===== src/hdl/itv_consts.svh =====
`ifndef ITV_CONSTS_SVH
`define ITV_CONSTS_SVH

// register byte offsets
`define ITV_OFS_TRAP_STS 8'h00
`define ITV_OFS_VEC_STS 8'h04
`define ITV_OFS_PRIO 8'h08
`define ITV_OFS_INT_STS 8'h0C
`define ITV_OFS_INT_MASK 8'h10

// trap status bits
`define ITV_BIT_SOFT_HARD_TRAP_FLAG 0
`define ITV_BIT_ECC 1

// vector status fields
`define ITV_BIT_UNACK 15
`define ITV_BIT_VECTOR_CAPTURE_SELECT 13
`define ITV_ILR_HI 11
`define ITV_ILR_LO 8
`define ITV_VEC_HI 7
`define ITV_VEC_LO 0

// priority control fields
`define ITV_IPL_HI 2
`define ITV_IPL_LO 0
`define ITV_IPL_TOP 3

// event status bits
`define ITV_EV_SOFT_HARD_TRAP_FLAG 0
`define ITV_EV_ECC 1
`define ITV_EV_UNACK 2
`define ITV_EV_W 3

// trap vectors in trap index order
`define ITV_VEC_OSC 8'h00
`define ITV_VEC_ADDR 8'h01
`define ITV_VEC_HARD 8'h02
`define ITV_VEC_STACK 8'h03
`define ITV_VEC_MATH 8'h04
`define ITV_VEC_SOFT 8'h06
`define ITV_VEC_USER_BASE 8'h08
`define ITV_VEC_RESERVED_TOP 255
`define ITV_NTRAP 6

// levels
`define ITV_TRAP_TOP_LVL 4'hF
`define ITV_LVL_ZERO 4'h0
`define ITV_VEC_ZERO 8'h00
`define ITV_ZERO32 32'h0000_0000

`endif


===== src/hdl/itv_pkg.sv =====
`include "itv_consts.svh"

package itv_pkg;

  typedef enum logic [2:0] {
    ST_IDLE = 3'b001,
    ST_WAIT = 3'b010,
    ST_DONE = 3'b100
  } itv_apb_e;

  typedef logic [7:0] itv_vec_t;
  typedef logic [3:0] itv_lvl_t;

  function automatic itv_vec_t itv_trap_vec(input int idx);
    case (idx)
      0: itv_trap_vec = `ITV_VEC_OSC;
      1: itv_trap_vec = `ITV_VEC_ADDR;
      2: itv_trap_vec = `ITV_VEC_HARD;
      3: itv_trap_vec = `ITV_VEC_STACK;
      4: itv_trap_vec = `ITV_VEC_MATH;
      default: itv_trap_vec = `ITV_VEC_SOFT;
    endcase
  endfunction

endpackage


===== src/hdl/itv_arb_if.sv =====
`timescale 1ns/10ps
`include "itv_consts.svh"

interface itv_arb_if #(parameter int NSRC = 8);
  logic [`ITV_NTRAP-1:0] trap_pend;
  logic [NSRC-1:0] src_pend;
  logic [3*NSRC-1:0] src_prio;
  logic win_valid;
  logic [7:0] win_vec;
  logic [3:0] win_lvl;

  modport requester (
    output trap_pend, src_pend, src_prio,
    input win_valid, win_vec, win_lvl
  );
  modport resolver (
    input trap_pend, src_pend, src_prio,
    output win_valid, win_vec, win_lvl
  );
endinterface


===== src/hdl/itv_resolver.sv =====
`timescale 1ns/10ps
`include "itv_consts.svh"

module itv_resolver
  import itv_pkg::*;
#(
  parameter int NSRC = 8
) (
  itv_arb_if.resolver arb
);

  // traps beat every user source; among traps the lower vector wins
  always_comb begin
    logic found;
    itv_lvl_t best_lvl;
    itv_vec_t best_vec;
    found = 1'b0;
    best_lvl = `ITV_LVL_ZERO;
    best_vec = `ITV_VEC_ZERO;
    for (int i = 0; i < `ITV_NTRAP; i++) begin
      if (arb.trap_pend[i] && !found) begin
        found = 1'b1;
        best_vec = itv_trap_vec(i);
        best_lvl = `ITV_TRAP_TOP_LVL - 4'(i);
      end
    end
    // user level 0 means disabled; ties go to the lower vector
    for (int j = 0; j < NSRC; j++) begin
      if (!found && arb.src_pend[j] && ({1'b0, arb.src_prio[3*j +: 3]} > best_lvl)) begin
        best_lvl = {1'b0, arb.src_prio[3*j +: 3]};
        best_vec = `ITV_VEC_USER_BASE + 8'(j);
      end
    end
    arb.win_valid = found || (best_lvl != `ITV_LVL_ZERO);
    arb.win_vec = best_vec;
    arb.win_lvl = best_lvl;
  end

endmodule // itv_resolver


===== src/hdl/itv_status.sv =====
// Added by the designer: the register addresses and the APB register port.
`timescale 1ns/10ps
`include "itv_consts.svh"

// Overview of operation
// - ECC double-error trap sets clearable flag bit1
// - software hard trap sets clearable flag bit0
// - bit15 shows request blocked by CPU priority
// - capture bit set: show highest pending vector
// - capture bit clear: hold last acknowledged vector
// - bits 11..8 report new CPU priority level
// - oscillator 0, address 1, hard trap 2
// - stack 3, math 4, soft error 6
// - vectors 5, 7, 255 never assigned
// - user vectors start at 8, ascending
// - CPU level is top bit plus 3-bit field
// - top priority bit is read-only to software
module itv_status
  import itv_pkg::*;
#(
  parameter int NSRC = 8
) (
  // clock and reset
  input wire logic pclk,
  input wire logic presetn,
  // apb slave
  input wire logic psel,
  input wire logic penable,
  input wire logic pwrite,
  input wire logic [7:0] paddr,
  input wire logic [31:0] pwdata,
  output logic [31:0] prdata,
  output logic pready,
  output logic pslverr,
  // cpu core side
  input wire logic [`ITV_NTRAP-1:0] trap_pend,
  input wire logic [NSRC-1:0] src_pend,
  input wire logic [3*NSRC-1:0] src_prio,
  input wire logic ecc_double_error_evt,
  input wire logic soft_hard_trap_evt,
  input wire logic cpu_ack,
  input wire logic trap_return,
  output logic irq_req,
  output logic [7:0] irq_vector,
  output logic [3:0] irq_level,
  output logic [3:0] cpu_priority_level,
  output logic request_unacknowledged,
  // interrupt
  output logic irq
);

  // user vectors must never reach the reserved top code
  if (NSRC < 1 || NSRC + 8 > `ITV_VEC_RESERVED_TOP) begin : g_chk
    $error("itv_status: NSRC out of range");
  end

  itv_arb_if #(.NSRC(NSRC)) arb ();

  assign arb.trap_pend = trap_pend;
  assign arb.src_pend = src_pend;
  assign arb.src_prio = src_prio;

  itv_resolver #(.NSRC(NSRC)) u_resolver (
    .arb(arb)
  );

  // ---------------- apb slave ----------------
  itv_apb_e st_ff, nxt_st;
  logic pready_ff, nxt_pready;
  logic pslverr_ff, nxt_pslverr;
  logic [31:0] prdata_ff, nxt_prdata;
  logic wr_commit;
  logic addr_ok;

  function automatic logic itv_hit(input logic [7:0] a);
    itv_hit = (a == `ITV_OFS_TRAP_STS) || (a == `ITV_OFS_VEC_STS) ||
              (a == `ITV_OFS_PRIO) || (a == `ITV_OFS_INT_STS) ||
              (a == `ITV_OFS_INT_MASK);
  endfunction

  function automatic logic itv_wr(input logic [7:0] a, input logic en, input logic [7:0] ofs);
    itv_wr = en && (a == ofs);
  endfunction

  assign addr_ok = itv_hit(paddr);
  // write lands only on the edge that also completes the transfer
  assign wr_commit = (st_ff == ST_DONE) && psel && penable && pwrite && addr_ok;

  // ---------------- state ----------------
  logic ecc_ff, nxt_ecc;
  logic soft_hard_trap_flag_ff, nxt_soft_hard_trap_flag;
  logic vector_capture_select_ff, nxt_vector_capture_select;
  logic [2:0] ipl_ff, nxt_ipl;
  logic top_ff, nxt_top;
  logic [7:0] last_vec_ff, nxt_last_vec;
  logic [3:0] ilr_ff, nxt_ilr;
  logic unack_ff, nxt_unack;
  logic irq_req_ff, nxt_irq_req;
  logic [7:0] irq_vec_ff, nxt_irq_vec;
  logic [3:0] irq_lvl_ff, nxt_irq_lvl;
  logic [`ITV_EV_W-1:0] ev_sts_ff, nxt_ev_sts;
  logic [`ITV_EV_W-1:0] ev_mask_ff, nxt_ev_mask;
  logic irq_ff, nxt_irq;

  logic [3:0] cpu_lvl;
  logic [7:0] vec_view;
  logic [31:0] rd_word;
  logic [`ITV_EV_W-1:0] ev_set;

  assign cpu_lvl = {top_ff, ipl_ff};
  // capture select picks live winner or the held acknowledged vector
  assign vec_view = vector_capture_select_ff ? arb.win_vec : last_vec_ff;

  always_comb begin
    rd_word = `ITV_ZERO32;
    case (paddr)
      `ITV_OFS_TRAP_STS: begin
        rd_word[`ITV_BIT_ECC] = ecc_ff;
        rd_word[`ITV_BIT_SOFT_HARD_TRAP_FLAG] = soft_hard_trap_flag_ff;
      end
      `ITV_OFS_VEC_STS: begin
        rd_word[`ITV_BIT_UNACK] = unack_ff;
        rd_word[`ITV_BIT_VECTOR_CAPTURE_SELECT] = vector_capture_select_ff;
        rd_word[`ITV_ILR_HI:`ITV_ILR_LO] = ilr_ff;
        rd_word[`ITV_VEC_HI:`ITV_VEC_LO] = vec_view;
      end
      `ITV_OFS_PRIO: begin
        rd_word[`ITV_IPL_HI:`ITV_IPL_LO] = ipl_ff;
        rd_word[`ITV_IPL_TOP] = top_ff;
      end
      `ITV_OFS_INT_STS: rd_word[`ITV_EV_W-1:0] = ev_sts_ff;
      `ITV_OFS_INT_MASK: rd_word[`ITV_EV_W-1:0] = ev_mask_ff;
      default: rd_word = `ITV_ZERO32;
    endcase
  end

  // two wait states: pready rises on the third access cycle
  always_comb begin
    nxt_st = st_ff;
    nxt_pready = 1'b0;
    nxt_pslverr = 1'b0;
    nxt_prdata = prdata_ff;
    case (st_ff)
      ST_IDLE: begin
        if (psel && penable) begin
          nxt_st = ST_WAIT;
        end
      end
      ST_WAIT: begin
        nxt_st = ST_DONE;
        nxt_pready = 1'b1;
        nxt_pslverr = !addr_ok;
        nxt_prdata = (pwrite || !addr_ok) ? `ITV_ZERO32 : rd_word;
      end
      ST_DONE: begin
        nxt_st = ST_IDLE;
      end
      default: begin
        nxt_st = ST_IDLE;
      end
    endcase
  end

  always_ff @(posedge pclk or negedge presetn) begin
    if (!presetn) begin
      st_ff <= ST_IDLE;
      pready_ff <= 1'b0;
      pslverr_ff <= 1'b0;
      prdata_ff <= `ITV_ZERO32;
    end else begin
      st_ff <= nxt_st;
      pready_ff <= nxt_pready;
      pslverr_ff <= nxt_pslverr;
      prdata_ff <= nxt_prdata;
    end
  end

  // ---------------- trap flags and priority ----------------
  // a new event on the clearing edge keeps the flag set
  always_comb begin
    logic clr_ecc;
    logic clr_soft_hard_trap_flag;
    logic wr_trap;
    logic wr_vec;
    logic wr_prio;
    wr_trap = itv_wr(paddr, wr_commit, `ITV_OFS_TRAP_STS);
    wr_vec = itv_wr(paddr, wr_commit, `ITV_OFS_VEC_STS);
    wr_prio = itv_wr(paddr, wr_commit, `ITV_OFS_PRIO);
    clr_ecc = wr_trap && pwdata[`ITV_BIT_ECC];
    clr_soft_hard_trap_flag = wr_trap && pwdata[`ITV_BIT_SOFT_HARD_TRAP_FLAG];
    nxt_ecc = ecc_double_error_evt || (ecc_ff && !clr_ecc);
    nxt_soft_hard_trap_flag = soft_hard_trap_evt || (soft_hard_trap_flag_ff && !clr_soft_hard_trap_flag);
    nxt_vector_capture_select = wr_vec ? pwdata[`ITV_BIT_VECTOR_CAPTURE_SELECT] : vector_capture_select_ff;
    // software reaches only the low three level bits
    nxt_ipl = wr_prio ? pwdata[`ITV_IPL_HI:`ITV_IPL_LO] : ipl_ff;
    nxt_top = top_ff;
    nxt_last_vec = last_vec_ff;
    nxt_ilr = ilr_ff;
    // acknowledge raises the cpu level to the taken request, over software
    if (cpu_ack && irq_req_ff) begin
      nxt_last_vec = irq_vec_ff;
      nxt_ilr = irq_lvl_ff;
      nxt_ipl = irq_lvl_ff[2:0];
      nxt_top = irq_lvl_ff[3];
    end else if (trap_return) begin
      nxt_top = 1'b0;
    end
  end

  // ---------------- request towards the core ----------------
  always_comb begin
    nxt_irq_req = arb.win_valid && (arb.win_lvl > cpu_lvl);
    nxt_irq_vec = arb.win_vec;
    nxt_irq_lvl = arb.win_lvl;
    // pending but masked by an equal or higher cpu level
    nxt_unack = arb.win_valid && (arb.win_lvl <= cpu_lvl);
    if (cpu_ack && irq_req_ff) begin
      nxt_irq_req = 1'b0;
    end
  end

  // ---------------- event status, mask, interrupt ----------------
  always_comb begin
    logic wr_sts;
    logic wr_mask;
    wr_sts = itv_wr(paddr, wr_commit, `ITV_OFS_INT_STS);
    wr_mask = itv_wr(paddr, wr_commit, `ITV_OFS_INT_MASK);
    ev_set = '0;
    ev_set[`ITV_EV_SOFT_HARD_TRAP_FLAG] = soft_hard_trap_evt;
    ev_set[`ITV_EV_ECC] = ecc_double_error_evt;
    ev_set[`ITV_EV_UNACK] = nxt_unack && !unack_ff;
    nxt_ev_sts = ev_sts_ff;
    if (wr_sts) begin
      nxt_ev_sts = ev_sts_ff & ~pwdata[`ITV_EV_W-1:0];
    end
    nxt_ev_sts = nxt_ev_sts | ev_set;
    nxt_ev_mask = wr_mask ? pwdata[`ITV_EV_W-1:0] : ev_mask_ff;
    nxt_irq = |(nxt_ev_sts & nxt_ev_mask);
  end

  always_ff @(posedge pclk or negedge presetn) begin
    if (!presetn) begin
      ecc_ff <= 1'b0;
      soft_hard_trap_flag_ff <= 1'b0;
      vector_capture_select_ff <= 1'b0;
      ipl_ff <= 3'h0;
      top_ff <= 1'b0;
      last_vec_ff <= `ITV_VEC_ZERO;
      ilr_ff <= `ITV_LVL_ZERO;
      unack_ff <= 1'b0;
      irq_req_ff <= 1'b0;
      irq_vec_ff <= `ITV_VEC_ZERO;
      irq_lvl_ff <= `ITV_LVL_ZERO;
      ev_sts_ff <= '0;
      ev_mask_ff <= '0;
      irq_ff <= 1'b0;
    end else begin
      ecc_ff <= nxt_ecc;
      soft_hard_trap_flag_ff <= nxt_soft_hard_trap_flag;
      vector_capture_select_ff <= nxt_vector_capture_select;
      ipl_ff <= nxt_ipl;
      top_ff <= nxt_top;
      last_vec_ff <= nxt_last_vec;
      ilr_ff <= nxt_ilr;
      unack_ff <= nxt_unack;
      irq_req_ff <= nxt_irq_req;
      irq_vec_ff <= nxt_irq_vec;
      irq_lvl_ff <= nxt_irq_lvl;
      ev_sts_ff <= nxt_ev_sts;
      ev_mask_ff <= nxt_ev_mask;
      irq_ff <= nxt_irq;
    end
  end

  // ---------------- outputs ----------------
  assign prdata = prdata_ff;
  assign pready = pready_ff;
  assign pslverr = pslverr_ff;
  assign irq_req = irq_req_ff;
  assign irq_vector = irq_vec_ff;
  assign irq_level = irq_lvl_ff;
  assign cpu_priority_level = {top_ff, ipl_ff};
  assign request_unacknowledged = unack_ff;
  assign irq = irq_ff;

endmodule // itv_status


===== config.mk =====
export PLATFORM = sky130hd
export DESIGN_NAME = itv_status
export DESIGN_NICKNAME = d
export VERILOG_FILES = /design/src/hdl/itv_pkg.sv /design/src/hdl/itv_arb_if.sv /design/src/hdl/itv_resolver.sv /design/src/hdl/itv_status.sv
export VERILOG_INCLUDE_DIRS = /design/src /design/src/hdl
export SDC_FILE = /design/constraint.sdc
export NUM_CORES = 1
export LEC_CHECK = 0
export ABC_CLOCK_PERIOD_IN_PS = 1900
export BUFFER_PORTS_ARGS = -buffer_cell sky130_fd_sc_hd__buf_2
export CORE_MARGIN = 2
export CORE_UTILIZATION = 51
export CTS_CLUSTER_DIAMETER = 60
export DETAILED_ROUTE_END_ITERATION = 8
export GPL_TIMING_DRIVEN = 1
export PLACE_DENSITY_LB_ADDON = 0.12
export SLEW_MARGIN = 40
export SYNTH_ARGS = -nofsm -noshare
export SYNTH_HDL_FRONTEND = slang
export SYNTH_HIERARCHICAL = 1
export SYNTH_SLANG_ARGS = --single-unit

===== constraint.sdc =====
create_clock -name pclk -period 1.9 [get_ports pclk]
set_input_delay 0.095 -clock pclk [delete_from_list [all_inputs] [get_ports pclk]]
set_output_delay 0.095 -clock pclk [all_outputs]
set_load 0.02 [all_outputs]

# == After elaboration in Yosys (flattened, before gate mapping) ==
# Index checks and enable logic that the tools add are counted.
# classes
muxes,52
eq_ne,8
n_lt_le_gt_ge,10
n_bitwise,4
n_reduce_logical,62
# ops
op,count
4-bit two-way mux,22
1-bit logical AND,39
3-bit by 4-bit greater-than comparator with 1-bit output,8
3-bit two-way mux,7
8-bit by 4-bit equality test with 1-bit output (second input constant),2
16-bit two-way mux,1
8-bit two-way mux,2
1-bit two-way mux,14
1-bit zero test,10
2-bit one-hot mux with 5 select lines,1
8-bit by 3-bit equality test with 1-bit output (second input constant),1
8-bit by 5-bit equality test with 1-bit output (second input constant),1
8-bit zero test,1
1-bit logical OR,8
3-bit AND,2
3-bit one-hot mux with 2 select lines,1
4-bit greater-than comparator,1
4-bit less-or-equal comparator,1
2-bit two-way mux,2
1-bit one-hot mux with 4 select lines,1
2-bit nonzero test,2
4-bit nonzero test,1
3-bit by 1-bit equality test with 1-bit output (second input constant),1
3-bit by 2-bit equality test with 1-bit output (second input constant),1
6 further kinds,6
# totals
register_bits,77
inputBits,87
out_inout_bits,53
elab_cells,154

# == Logic depth before layout (Yosys ltp) ==
# Gate-level depths: netlist (run 1).
# logic_depth
depth_word,48
mapped_depth,65
mapped_depth_nobuf,64

# == By module ==
# Netlist (run 1), hierarchy kept.
# by_module_without_submodules
module,area_per_inst_um2,cells_per_inst,seq_area_each_um2,n_inst
itv_status,2637.5,248,1477.7,1
itv_resolver,1246.2,183,0.0,1

# == Worst setup path after synthesis (run 1) ==
# No wires, ideal clock.
# synth_timing
path_type,input-to-reg
from,input trap_pend[1]
to,register irq_ff (netlist: irq)
arrival_ps,11027
path_stages,58
n_path_buf,1
setup_time_ps,134
setup_slack_ps,-9261
path_cell_list,or4_4 clkinv_1 ha_1 nand3_1 o21ai_0 or4_1 nand2_1 ha_1 nand3_1 o211ai_1 or3_1 buf_2 a31oi_2 ha_1 nor2b_1 o21ai_0 a211o_1 nor2_1 [22 not listed] o2111ai_1 o41a_1 nor3_2 mux2i_1 inv_1 ha_1 o21ai_0 inv_1 o2111ai_1 inv_1 and2_1 a21o_1 ha_1 nand4_1 o21ai_0 a21o_1 a32oi_1 o211ai_1
# synth_via
elab_chain_cells,46
# synth_rtl
item,line_no,text
"start, declared",itv_status.sv:36,"input wire logic [`ITV_NTRAP-1:0] trap_pend,"
1-bit logical AND *,itv_resolver.sv:21,if (arb.trap_pend[i] && !found) begin
"parallel branches: the longest is 37 deep, another holds 1-bit two-way mux",-,
4-bit two-way mux *,itv_resolver.sv:29,"if (!found && arb.src_pend[j] && ({1'b0, arb.src_prio[3*j +: 3]} > best_lvl)) begin"
named net arb.win_lvl[2],itv_arb_if.sv:10,logic [3:0] win_lvl;
"parallel branches: the longest is 2 deep, another holds 4-bit less-or-equal comparator",-,
1-bit logical AND *,itv_status.sv:216,nxt_unack = arb.win_valid && (arb.win_lvl <= cpu_lvl);
1-bit logical AND *,itv_status.sv:231,ev_set[`ITV_EV_UNACK] = nxt_unack && !unack_ff;
3-bit bitwise OR *,itv_status.sv:236,nxt_ev_sts = nxt_ev_sts | ev_set;
3-bit AND *,itv_status.sv:238,nxt_irq = |(nxt_ev_sts & nxt_ev_mask);
3-bit OR reduction *,itv_status.sv:238,
named net nxt_irq,itv_status.sv:103,"logic irq_ff, nxt_irq;"
"end signal, assigned",itv_status.sv:271,irq_ff <= nxt_irq;
"end, declared",itv_status.sv:103,
# Mark *: on every way through the listed nets, which the timed path passes.
# A chain may end at the register's enable or synchronous reset.

# == Final worst setup path (run 1) ==
# layout_timing
from,input trap_pend[1]
to,register prdata_ff[2] (netlist: prdata[2])
# layout_via
elab_chain_cells,42
# layout_rtl
item,line_no,text
1-bit logical AND *,itv_resolver.sv:21,
"parallel branches: the longest is 37 deep, another holds 1-bit two-way mux",-,
4-bit two-way mux *,itv_resolver.sv:29,
named net arb.win_vec[2],itv_arb_if.sv:9,logic [7:0] win_vec;
8-bit two-way mux *,itv_status.sv:112,assign vec_view = vector_capture_select_ff ? arb.win_vec : last_vec_ff;
1-bit one-hot mux with 4 select lines *,itv_status.sv:116,case (paddr)
16-bit two-way mux *,itv_status.sv:153,nxt_prdata = (pwrite || !addr_ok) ? `ITV_ZERO32 : rd_word;
"end signal, assigned",itv_status.sv:169,prdata_ff <= `ITV_ZERO32;
"end signal, assigned",itv_status.sv:174,prdata_ff <= nxt_prdata;
"end, declared",itv_status.sv:71,"logic [31:0] prdata_ff, nxt_prdata;"
# Marks and branches as above.

==> results of run 1 <==
==> state kept, by name (all words and copies together), names as in the netlist <==
signal                    flops
ev_mask_ff                    3
pready                        1
irq_level                     4
prdata                       14
irq_vector                    8
irq_req                       1
st_ff                         3
vector_capture_select_ff      1
last_vec_ff                   8
ecc_ff                        1
ilr_ff                        4
ev_sts_ff                     3
top_ff                        1
soft_hard_trap_flag_ff        1
pslverr                       1
irq                           1
request_unacknowledged        1
ipl_ff                        3
==> path summary, 6_finish.rpt <==
path | from | end | cells past startpoint
max in group asynchronous | presetn | st_ff[0] | 3
hold reg to reg | irq_vector[1] | last_vec_ff[1] | 2
setup / recovery | trap_pend[1] | prdata[2] | 57
setup reg to reg | ipl_ff[1] | irq | 7
hold / removal | pwdata[1] | ecc_ff | 3
min in group asynchronous | presetn | last_vec_ff[6] | 3
==> power by group through the flow <==
stage | Sequential (mW) | Clock [mW] | Combinational [mW]
final | 1.67 | 1.19 | 1.64
after global routing | 1.69 | 1.28 | 1.77
after CTS | 1.65 | 1.20 | 1.46
after detailed placement | 1.67 | 0 | 1.27
after global placement | 1.66 | 0 | 1.23
after floorplan | 1.77 | 0 | 0.653
==> cell families (layout without fill, tap and decap cells) <==
kind of cell / Yosys count / after routing / synth area share, %
fa+ha+maj: 28 / 28 / 8.96
buf+inv: 68 / 283 / 8.86
compound gates: 100 / 100 / 17.8
flops: 59 / 59 / 38.0
mux: 18 / 18 / 4.90
simple gates: 156 / 156 / 21.3
other cells: 2 / 22 / 0.193
==> through the flow <==
step	std cells	TNS [ns]
6_report	765	-128.11
5_1_grt	765	-132.60
4_1_cts	747	-116.46
3_5_place_dp	696	-130.57
3_3_place_gp	696	-126.35
2_1_floorplan	451	-120.07
==> metal layers <==
metal	up-vias	GRT usage [%]	wire length, um
met2	215	57.1	7480
li1	1966	-	-
met5	-	0	0
met1	2106	36.1	5550
met4	0	12.5	915
met3	79	6.89	791
==> worst register-to-register path, stage by stage (launching register included) <==
cell and delay (ns):
dfrtp_1 0.41, inv_1 0.08, ha_1 0.32, nor2b_1 0.17
o21ai_0 0.10, a21o_1 0.22, a32oi_2 0.20, o211ai_1 0.11
==> layout make-up <==
cell class,instances,share of cell area [%]
clock buffer,12,2.58
clock inverter,4,0.743
inverter,37,2.25
multi-input combinational,324,44.8
sequential,59,23.1
tap,99,1.94
timing repair buffer,230,24.6
==> timing repair <==
| action | in CTS | in global routing |
|---|---|---|
| setup endpoints to repair | 15 | 15 |
| gates resized for setup | 89 | 34 |
| buffers inserted | 31 | 19 |
| hold buffers | 5 | 0 |
| pin swaps | 43 | 34 |
| hold endpoints to repair | 62 | 0 |
==> layout by cell type (no fill, tap or decap), types with 6 or more instances in the layout <==
master / instances
nand2_1: 60
o21ai_1: 6
buf_2: 92
buf_6: 11
ha_1: 13
buf_4: 120
mux2i_1: 10
a22o_1: 6
inv_2: 6
a21oi_1: 8
a21o_1: 6
conb_1: 22
dfrtp_1: 58
nor2_1: 16
clkbuf_8: 12
o21ai_0: 15
inv_1: 30
ha_4: 13
==> results.py, run 1 <==
metrics = {
    "status": {
        "status": "finished with violations",
        "violations": "setup timing",
    },
    "synth": {
        "async_flop_share_pct": 100,
        "yosys_warnings": 6,
        "postSynthCellCount": 431,
        "synth_top_area_cell": "dfrtp_1",
        "netlist_top_cells_count": "nand2_1, dfrtp_1, inv_1",
        "synth_top_area_share_pct": 37.4,
        "synth_edf_count": 0,
        "yosys_most_used_dff": "dfrtp_1",
        "synth_cell_types": 65,
        "synth.top_cells.by_area": "dfrtp_1, ha_1, nand2_1, buf_4, o21ai_0",
        "ys_ff_latch": 59,
        "synth_most_common_cell": "nand2_1",
        "avgSynthCellArea_um2": 9.01,
        "synth_area_mm2": 0.00388,
        "yosysSeqAreaShare_pct": 38.0,
    },
    "sta": {
        "final_max_slew_viol_count": 0,
        "slew_headroom_pct": 61.7,
        "skew_ns": 0.00879,
        "fin_crit_ns": 10.91,
        "max_freq_ghz": 0.0917,
        "setup_viol": 15,
        "hold_viol_final": 0,
        "tightest_slew_ns": 0.574,
        "rsz0062_at_grt": "yes",
        "period_share_pct": 574,
        "setup_ws_ns": -9.01,
        "whs_ns": 0.0604,
    },
    "critical_path": {
        "critPathLaunchType": "input port",
        "r2r_slack_ns": 0.18,
        "required_ns": 2.12,
        "crit_slowest_cell": "or3_4",
        "path_max_fanout": 5,
        "end_kind": "register",
        "critPathKind": "input port to register",
        "timing.critical_path.buf_inv": 8,
        "critPathMaxStageDelay_ns": 0.49,
        "crit_arrival_ns": 11.13,
        "crit_top_cell": "ha_4",
        "crit_family": "compound AO/OA/AOI/OAI gates",
    },
    "clock_tree": {
        "clkTransAtPathRegs_ns": 0.07,
        "clock_sinks": 59,
        "cts_tree": "done",
        "clock_path_buffers": 2,
        "cts_buffers": 9,
        "h-tree-depth": 3,
        "clkLatencyLatePin_ns": 0.34,
        "cts_root_buf": "clkbuf_8",
    },
    "power_and_ir_drop": {
        "p_comb_share_pct": 36.5,
        "power.net_switching_mw": 1.61,
        "pwr-share-clk_pct": 26.5,
        "vdd_drop_max_mv": 0.357,
        "p_seq_share_pct": 37.0,
        "p_per_area_mw_per_mm2": 703,
        "swShare_pct": 35.7,
        "intPower_mw": 2.89,
        "p_leak_nw": 3.14,
        "p_total_mw": 4.50,
    },
    "grt": {
        "grt_max_degree": 60,
        "grt_util_all_layers_pct": 31.6,
        "antenna_found_initial": 0,
        "grt_pass1_vias": 4426,
        "grt_pass1_wl_um": 20900,
        "grt_overflow": 0,
    },
    "floorplanning": {
        "rows": 31,
        "ios": 140,
        "start_util_pct": 53.0,
        "die_w_um": 91.3,
        "die_y_um": 91.3,
        "dieArea_mm2": 0.00833,
        "core_mm2": 0.00733,
    },
    "finish": {
        "fin_util_pct": 87.3,
        "stdcell_area_mm2": 0.00640,
        "area_growth_pct": 64.8,
        "regArea_mm2": 0.00148,
        "nNetsFinal": 775,
        "multi_input_area_mm2": 0.00287,
        "drive_above_1_share_pct": 52.6,
        "antenna_cells": 0,
        "fill_cells": 362,
    },
    "placed_design": {
        "post_dp_cell_area_mm2": 0.00510,
        "gp_congestion": 0.909,
        "place_ws_ns": -9.23,
        "portBuffers": 93,
        "hpwl_um": 8460,
    },
    "routing": {
        "drt-total-wl_um": 14700,
        "drt_iter0_drc": 190,
        "avgRoutedWirePerCell_um": 19.3,
        "postRouteAntennaNets": 0,
        "dr.pass1.iters": 5,
        "vias": 4366,
        "viasPerCell": 5.71,
        "drc": 0,
    },
    "hold_path": {
        "hp-class": "input port to register",
    },
    "run": {
        "maxCapViolCount": 0,
    },
}
Power figures use the tool's default switching activity.
==> inputs of run 2 (changes only) <==
CORE_UTILIZATION = 50   (was 51)
SLEW_MARGIN = not set   (was 40)
SYNTH_HIERARCHICAL = not set   (was 1)
==> run 2 against run 1 <==
Net effect:
- the flow still finishes with violations (setup timing)
- power is 11% lower
- critical path depth stayed put
- synthesized area is 9.0% lower
- worst hold slack worse by 0.035 ns
- maximum frequency is 2.5% lower
- routed wire length is 25% higher
- synthesized cell count is 8.8% lower
- largest cell class unchanged
==> results.py, run 2 <==
metrics = {
    "floorplanning": {
        "die_y_um": 88.1,
        "core_mm2": 0.00683,
        "die_w_um": 88.1,
        "dieArea_mm2": 0.00776,
        "rows": 30,
        "ios": 140,
        "start_util_pct": 51.8,
    },
    "clock_tree": {
        "clock_sinks": 47,
        "clkTransAtPathRegs_ns": 0.09,
        "clkLatencyLatePin_ns": 0.31,
        "cts_buffers": 5,
        "h-tree-depth": 2,
        "cts_tree": "done",
        "clock_path_buffers": 2,
        "cts_root_buf": "clkbuf_8",
    },
    "finish": {
        "multi_input_area_mm2": 0.00273,
        "area_growth_pct": 77.5,
        "final_common_cell": "buf_4",
        "layout.cells.non_filler": 767,
        "stdcell_area_mm2": 0.00627,
        "largest_reg_flops": 10,
        "mostFrequentLayoutCells": "buf_4, buf_2, nand2_1, dfrtp_1, buf_6",
        "nNetsFinal": 784,
        "fill_cells": 266,
        "drive_above_1_share_pct": 58.8,
        "regArea_mm2": 0.00118,
    },
    "critical_path": {
        "startpoint": "trap_pend[1]",
        "critPathMaxStageDelay_ns": 0.56,
        "path_max_fanout": 6,
        "crit_arrival_ns": 11.38,
        "crit_slowest_cell": "or4_4",
        "end_kind": "register",
        "r2r_slack_ns": -0.31,
        "critPathKind": "input port to register",
        "r2r-start": "st_ff[1]",
        "critPathLaunchType": "input port",
        "r2r_cells": 8,
        "required_ns": 2.09,
        "r2r-end": "irq",
    },
    "synth": {
        "netlist_top_cells_count": "nand2_1, dfrtp_1, nor2_1",
        "post_synth_fa_ha_maj_area_fraction_pct": 9.91,
        "postSynthCellCount": 393,
        "yosys.area_share.simple_pct": 19.2,
        "synth_cell_types": 71,
        "synth_area_mm2": 0.00354,
        "synth_compound_area_share_pct": 21.7,
        "synthMuxAreaShare_pct": 5.91,
        "avgSynthCellArea_um2": 9.00,
        "yosysSeqAreaShare_pct": 33.3,
        "synth_xor_area_share_pct": 0,
        "ys_ff_latch": 47,
        "synth_top_area_share_pct": 32.6,
        "synth_top_family_by_area": "compound AO/OA/AOI/OAI gates",
        "synth_top_area_cell": "dfrtp_1",
        "async_flop_share_pct": 100,
        "synth_edf_count": 0,
        "yosys_warnings": 0,
        "synth_most_common_cell": "nand2_1",
        "yosys_most_used_dff": "dfrtp_1",
        "synth.top_cells.by_area": "dfrtp_1, ha_1, buf_4, nand2_1, mux2_2",
    },
    "grt": {
        "grt_pass1_wl_um": 21900,
        "grt_util_met1_pct": 42.1,
        "use_met2_pct": 64.8,
        "grt_overflow": 0,
        "grt_max_degree": 27,
        "antenna_found_initial": 1,
        "grt.busiest_layer": "met2",
        "grt_pass1_vias": 4540,
        "gr-usage-met3_pct": 7.54,
        "grt_util_all_layers_pct": 37.2,
    },
    "hold_path": {
        "hp-class": "input port to register",
        "hold-path-endpoint": "vector_capture_select_ff",
        "hold_depth": 2,
        "hp-start": "pwdata[13]",
    },
    "sta": {
        "skew_ns": 0.0108,
        "hold_viol_final": 0,
        "max_freq_ghz": 0.0894,
        "setup_viol": 18,
        "rsz0062_at_grt": "yes",
        "tightest_slew_ns": 0.677,
        "setup_ws_ns": -9.29,
        "final_max_slew_viol_count": 0,
        "fin_crit_ns": 11.19,
        "period_share_pct": 589,
        "whs_ns": 0.0257,
        "slew_headroom_pct": 54.4,
    },
    "status": {
        "status": "finished with violations",
        "violations": "setup timing",
    },
    "placed_design": {
        "dpl.cell_count": 657,
        "portBuffers": 85,
        "place_ws_ns": -9.15,
        "post_dp_cell_area_mm2": 0.00493,
        "hpwl_um": 8110,
        "gp_congestion": 0.898,
    },
    "power_and_ir_drop": {
        "p_total_mw": 4.01,
        "p_per_area_mw_per_mm2": 640,
        "p_leak_nw": 3.20,
        "vdd_drop_max_mv": 0.740,
    },
    "routing": {
        "drc": 0,
        "drt-total-wl_um": 18400,
        "viasPerCell": 6.28,
        "avgRoutedWirePerCell_um": 23.9,
        "dr.pass1.iters": 7,
        "vias": 4814,
        "drt_iter0_drc": 547,
        "postRouteAntennaNets": 0,
    },
    "run": {
        "maxCapViolCount": 0,
    },
}
-- run 2: cell types whose count changed after synthesis, moves of 9 or more --
cell and change:
nand2_1 -16, inv_1 -9, o21ai_0 -9, nor2_1 +11, dfrtp_1 -12
-- run 2: worst max-delay path by stage --
stage               cells after the start  endpoint  slack (ns)
floorplan                              54       irq       -8.79
CTS                                    56       irq       -8.69
global route                           60       irq       -9.93
finish                                 57       irq       -9.29
global placement                       54       irq       -8.84
detailed placement                     55       irq       -9.15
-- run 2: layer usage --
metal | vias up | share of wire [%] | wire [um]
met5 | - | 0 | 0
met1 | 2217 | 34 | 6240
met2 | 471 | 47 | 8540
met4 | 0 | 10 | 1850
li1 | 1930 | - | -
met3 | 196 | 9.4 | 1730
-- run 2: logic make-up after synthesis --
| logic type | after synthesis |
|---|---|
| AND/OR/NAND/NOR | 134 |
| buffers and inverters | 62 |
| other | 1 |
| adder cells (fa/ha/maj) | 28 |
| multiplexers | 19 |
| flip-flops | 47 |
| AO/OA/AOI/OAI | 102 |
-- run 2: through the flow --
stage                     TNS (ns)  utilization (%)
after floorplan            -118.20                -
after global placement     -121.14             72.1
after detailed placement   -124.91             72.1
after CTS                  -119.49             87.3
after global routing       -138.29             91.8
final                      -129.30             91.8
-- run 2: worst max-delay path: cells and delay by family --
kind | cells | cell delay (ns)
adder cells (fa/ha/maj) | 9 | 2.64
AND/OR/NAND/NOR | 19 | 3.02
AO/OA/AOI/OAI | 22 | 4.14
multiplexers | 4 | 1.07
buffers and inverters | 3 | 0.36
-- run 2: layout make-up --
| type | instances | share of cell area, % |
|---|---|---|
| tap | 96 | 1.91 |
| clock inverter | 2 | 0.618 |
| multi-input combinational | 309 | 43.5 |
| inverter | 28 | 1.71 |
| sequential | 47 | 18.8 |
| timing repair buffer | 278 | 32.1 |
| clock buffer | 6 | 1.32 |
| antenna | 1 | 0.0399 |
-- run 2: power by group --
part | switching, mW | total [mW] | internal [mW] | leakage, nW
clock network | 0.371 | 0.805 | 0.433 | 0.0618
registers | 0.175 | 1.34 | 1.16 | 0.580
logic | 1.01 | 1.87 | 0.866 | 2.55
-- run 2: repair_timing --
item	4_1_cts	5_1_grt
hold endpoints to repair	26	1
buffers inserted	84	18
hold buffers	3	1
endpoints found under the setup margin	15	15
pin swaps	37	35
gates resized for setup	67	38
==> inputs of run 3 (changes only) <==
CORE_ASPECT_RATIO = 0.6   (was not set)
==> run 3 against run 2 <==
Net effect:
- the flow still finishes with violations (setup timing)
- clock skew grew 0.0046 ns
- routed wire length rose by 9.1%
- worst hold slack improved by 0.021 ns
- clock-buffer cell count is 1 lower
- register-to-register slack got worse by 0.20 ns
- clock power grew 34%
- combinational power decreased by 4%
- die area up 0.28%
- critical endpoint unchanged
- largest cell class unchanged
- highest routed layer is now met5
==> results.py, run 3 (synthesized netlist as in run 2, its figures left out) <==
metrics = {
    "grt": {
        "grt_max_degree": 32,
        "grt_pass1_wl_um": 25200,
        "grt_util_all_layers_pct": 41.3,
        "grt_overflow": 0,
        "grt_util_met1_pct": 53.9,
        "use_met2_pct": 63.1,
        "antenna_found_initial": 2,
        "gr-usage-met3_pct": 11.0,
        "grt_pass1_vias": 4671,
        "grt.busiest_layer": "met2",
    },
    "floorplanning": {
        "rows": 23,
        "die_y_um": 69.1,
        "core_mm2": 0.00676,
        "die_w_um": 113,
        "ios": 140,
        "start_util_pct": 52.3,
        "dieArea_mm2": 0.00778,
    },
    "power_and_ir_drop": {
        "p_leak_nw": 3.12,
        "vdd_drop_max_mv": 0.617,
        "p_per_area_mw_per_mm2": 676,
        "p_total_mw": 4.21,
    },
    "sta": {
        "slew_headroom_pct": 50.1,
        "fin_crit_ns": 11.46,
        "setup_viol": 25,
        "period_share_pct": 603,
        "skew_ns": 0.0154,
        "rsz0062_at_grt": "yes",
        "hold_viol_final": 0,
        "tns_ns": -130.61,
        "tightest_slew_ns": 0.748,
        "max_freq_ghz": 0.0872,
        "final_max_slew_viol_count": 0,
        "setup_ws_ns": -9.56,
    },
    "routing": {
        "drt_iter0_drc": 922,
        "drc": 0,
        "avgRoutedWirePerCell_um": 26.9,
        "vias": 5107,
        "postRouteAntennaNets": 0,
        "drt-total-wl_um": 20000,
        "viasPerCell": 6.86,
        "dr.pass1.iters": 7,
    },
    "critical_path": {
        "end_kind": "register",
        "crit_arrival_ns": 11.63,
        "crit_slowest_cell": "ha_1",
        "crit_top_cell": "ha_4",
        "critPathLaunchType": "input port",
        "path_max_fanout": 6,
        "critPathKind": "input port to register",
        "critPathMaxStageDelay_ns": 0.40,
        "required_ns": 2.07,
    },
    "placed_design": {
        "dpl.cell_count": 656,
        "portBuffers": 85,
        "hpwl_um": 8970,
        "post_dp_cell_area_mm2": 0.00498,
        "gp_congestion": 0.916,
    },
    "finish": {
        "stdcell_area_mm2": 0.00622,
        "final_common_cell": "buf_4",
        "mostFrequentLayoutCells": "buf_4, buf_2, dfrtp_1, nand2_1, conb_1",
        "nNetsFinal": 771,
        "largest_reg_flops": 10,
        "fill_cells": 237,
        "layout.cells.non_filler": 745,
        "area_growth_pct": 75.9,
        "drive_above_1_share_pct": 58.3,
    },
    "clock_tree": {
        "clkLatencyLatePin_ns": 0.31,
        "cts_root_buf": "clkbuf_16",
        "clock_path_buffers": 2,
        "clkTransAtPathRegs_ns": 0.06,
        "clock_sinks": 47,
        "cts_tree": "done",
        "h-tree-depth": 2,
        "cts_buffers": 5,
    },
    "hold_path": {
        "hp-class": "input port to register",
    },
    "status": {
        "violations": "setup timing",
        "status": "finished with violations",
    },
    "run": {
        "maxCapViolCount": 0,
    },
}
==> run 3: cell count changes in the layout (fill, tap and decap cells not counted), sizes merged <==
cell / previous run / this run
buf: 274 / 262
clkbuf: 6 / 5
clkinvlp: 0 / 1
dlygate4sd3: 4 / 3
==> run 3: metrics by stage <==
stage	util [%]	worst slack [ns]	hold slack [ns]
after global routing	92.0	-9.78	0.0455
after CTS	89.0	-8.80	0.0325
after global placement	73.6	-8.95	0.160
after detailed placement	73.6	-9.31	0.180
after floorplan	-	-8.79	-0.201
final	92.0	-9.56	0.0468
==> run 3: routing by layer <==
metal	part of all wire [%]	wire, um	up-vias
met3	13	2690	257
li1	-	-	1903
met2	41	8250	613
met4	11	2160	2
met5	0.065	13	-
met1	35	6910	2332
==> run 3: path summary, 6_finish.rpt <==
kind	startpoint	to	slack [ns]	cells past startpoint
worst max-delay path	trap_pend[3]	irq	-9.56	59
worst min-delay path	soft_hard_trap_evt	soft_hard_trap_flag_ff	0.05	2
worst max register to register	st_ff[1]	irq	-0.51	7
worst min register to register	ecc_ff	ecc_ff	0.50	1
max in group asynchronous	presetn	prdata[15]	0.87	3
min in group asynchronous	presetn	last_vec_ff[2]	0.39	2
==> run 3: cell type report <==
| class | instances | area, um^2 | area share (%) |
|---|---|---|---|
| antenna | 1 | 2.50 | 0.0402 |
| clock buffer | 5 | 125 | 2.01 |
| tap | 87 | 109 | 1.75 |
| multi-input combinational | 309 | 2770 | 44.5 |
| timing repair buffer | 265 | 1880 | 30.2 |
| sequential | 47 | 1180 | 18.9 |
| inverter | 28 | 110 | 1.77 |
| clock inverter | 3 | 46.3 | 0.744 |
==> run 3: worst max-delay path, delay by kind of cell <==
family                   cells  cell delay [ns]
multiplexers                 3             0.90
AND/OR/NAND/NOR             17             2.40
buffers and inverters        5             0.77
AO/OA/AOI/OAI               25             5.08
adder cells (fa/ha/maj)      9             2.36
==> run 3: repair_timing <==
item / 4_1_cts / 5_1_grt
endpoints found under the hold margin: 30 / 0
pin swaps: 38 / 39
setup buffers: 73 / 21
hold buffers: 3 / 0
gates resized for setup: 68 / 33
endpoints found under the setup margin: 15 / 16
==> run 3: report_power, final <==
| group | switching, mW | leakage (nW) | internal [mW] |
|---|---|---|---|
| logic | 1.06 | 2.46 | 0.732 |
| registers | 0.170 | 0.580 | 1.16 |
| clock network | 0.452 | 0.0804 | 0.628 |
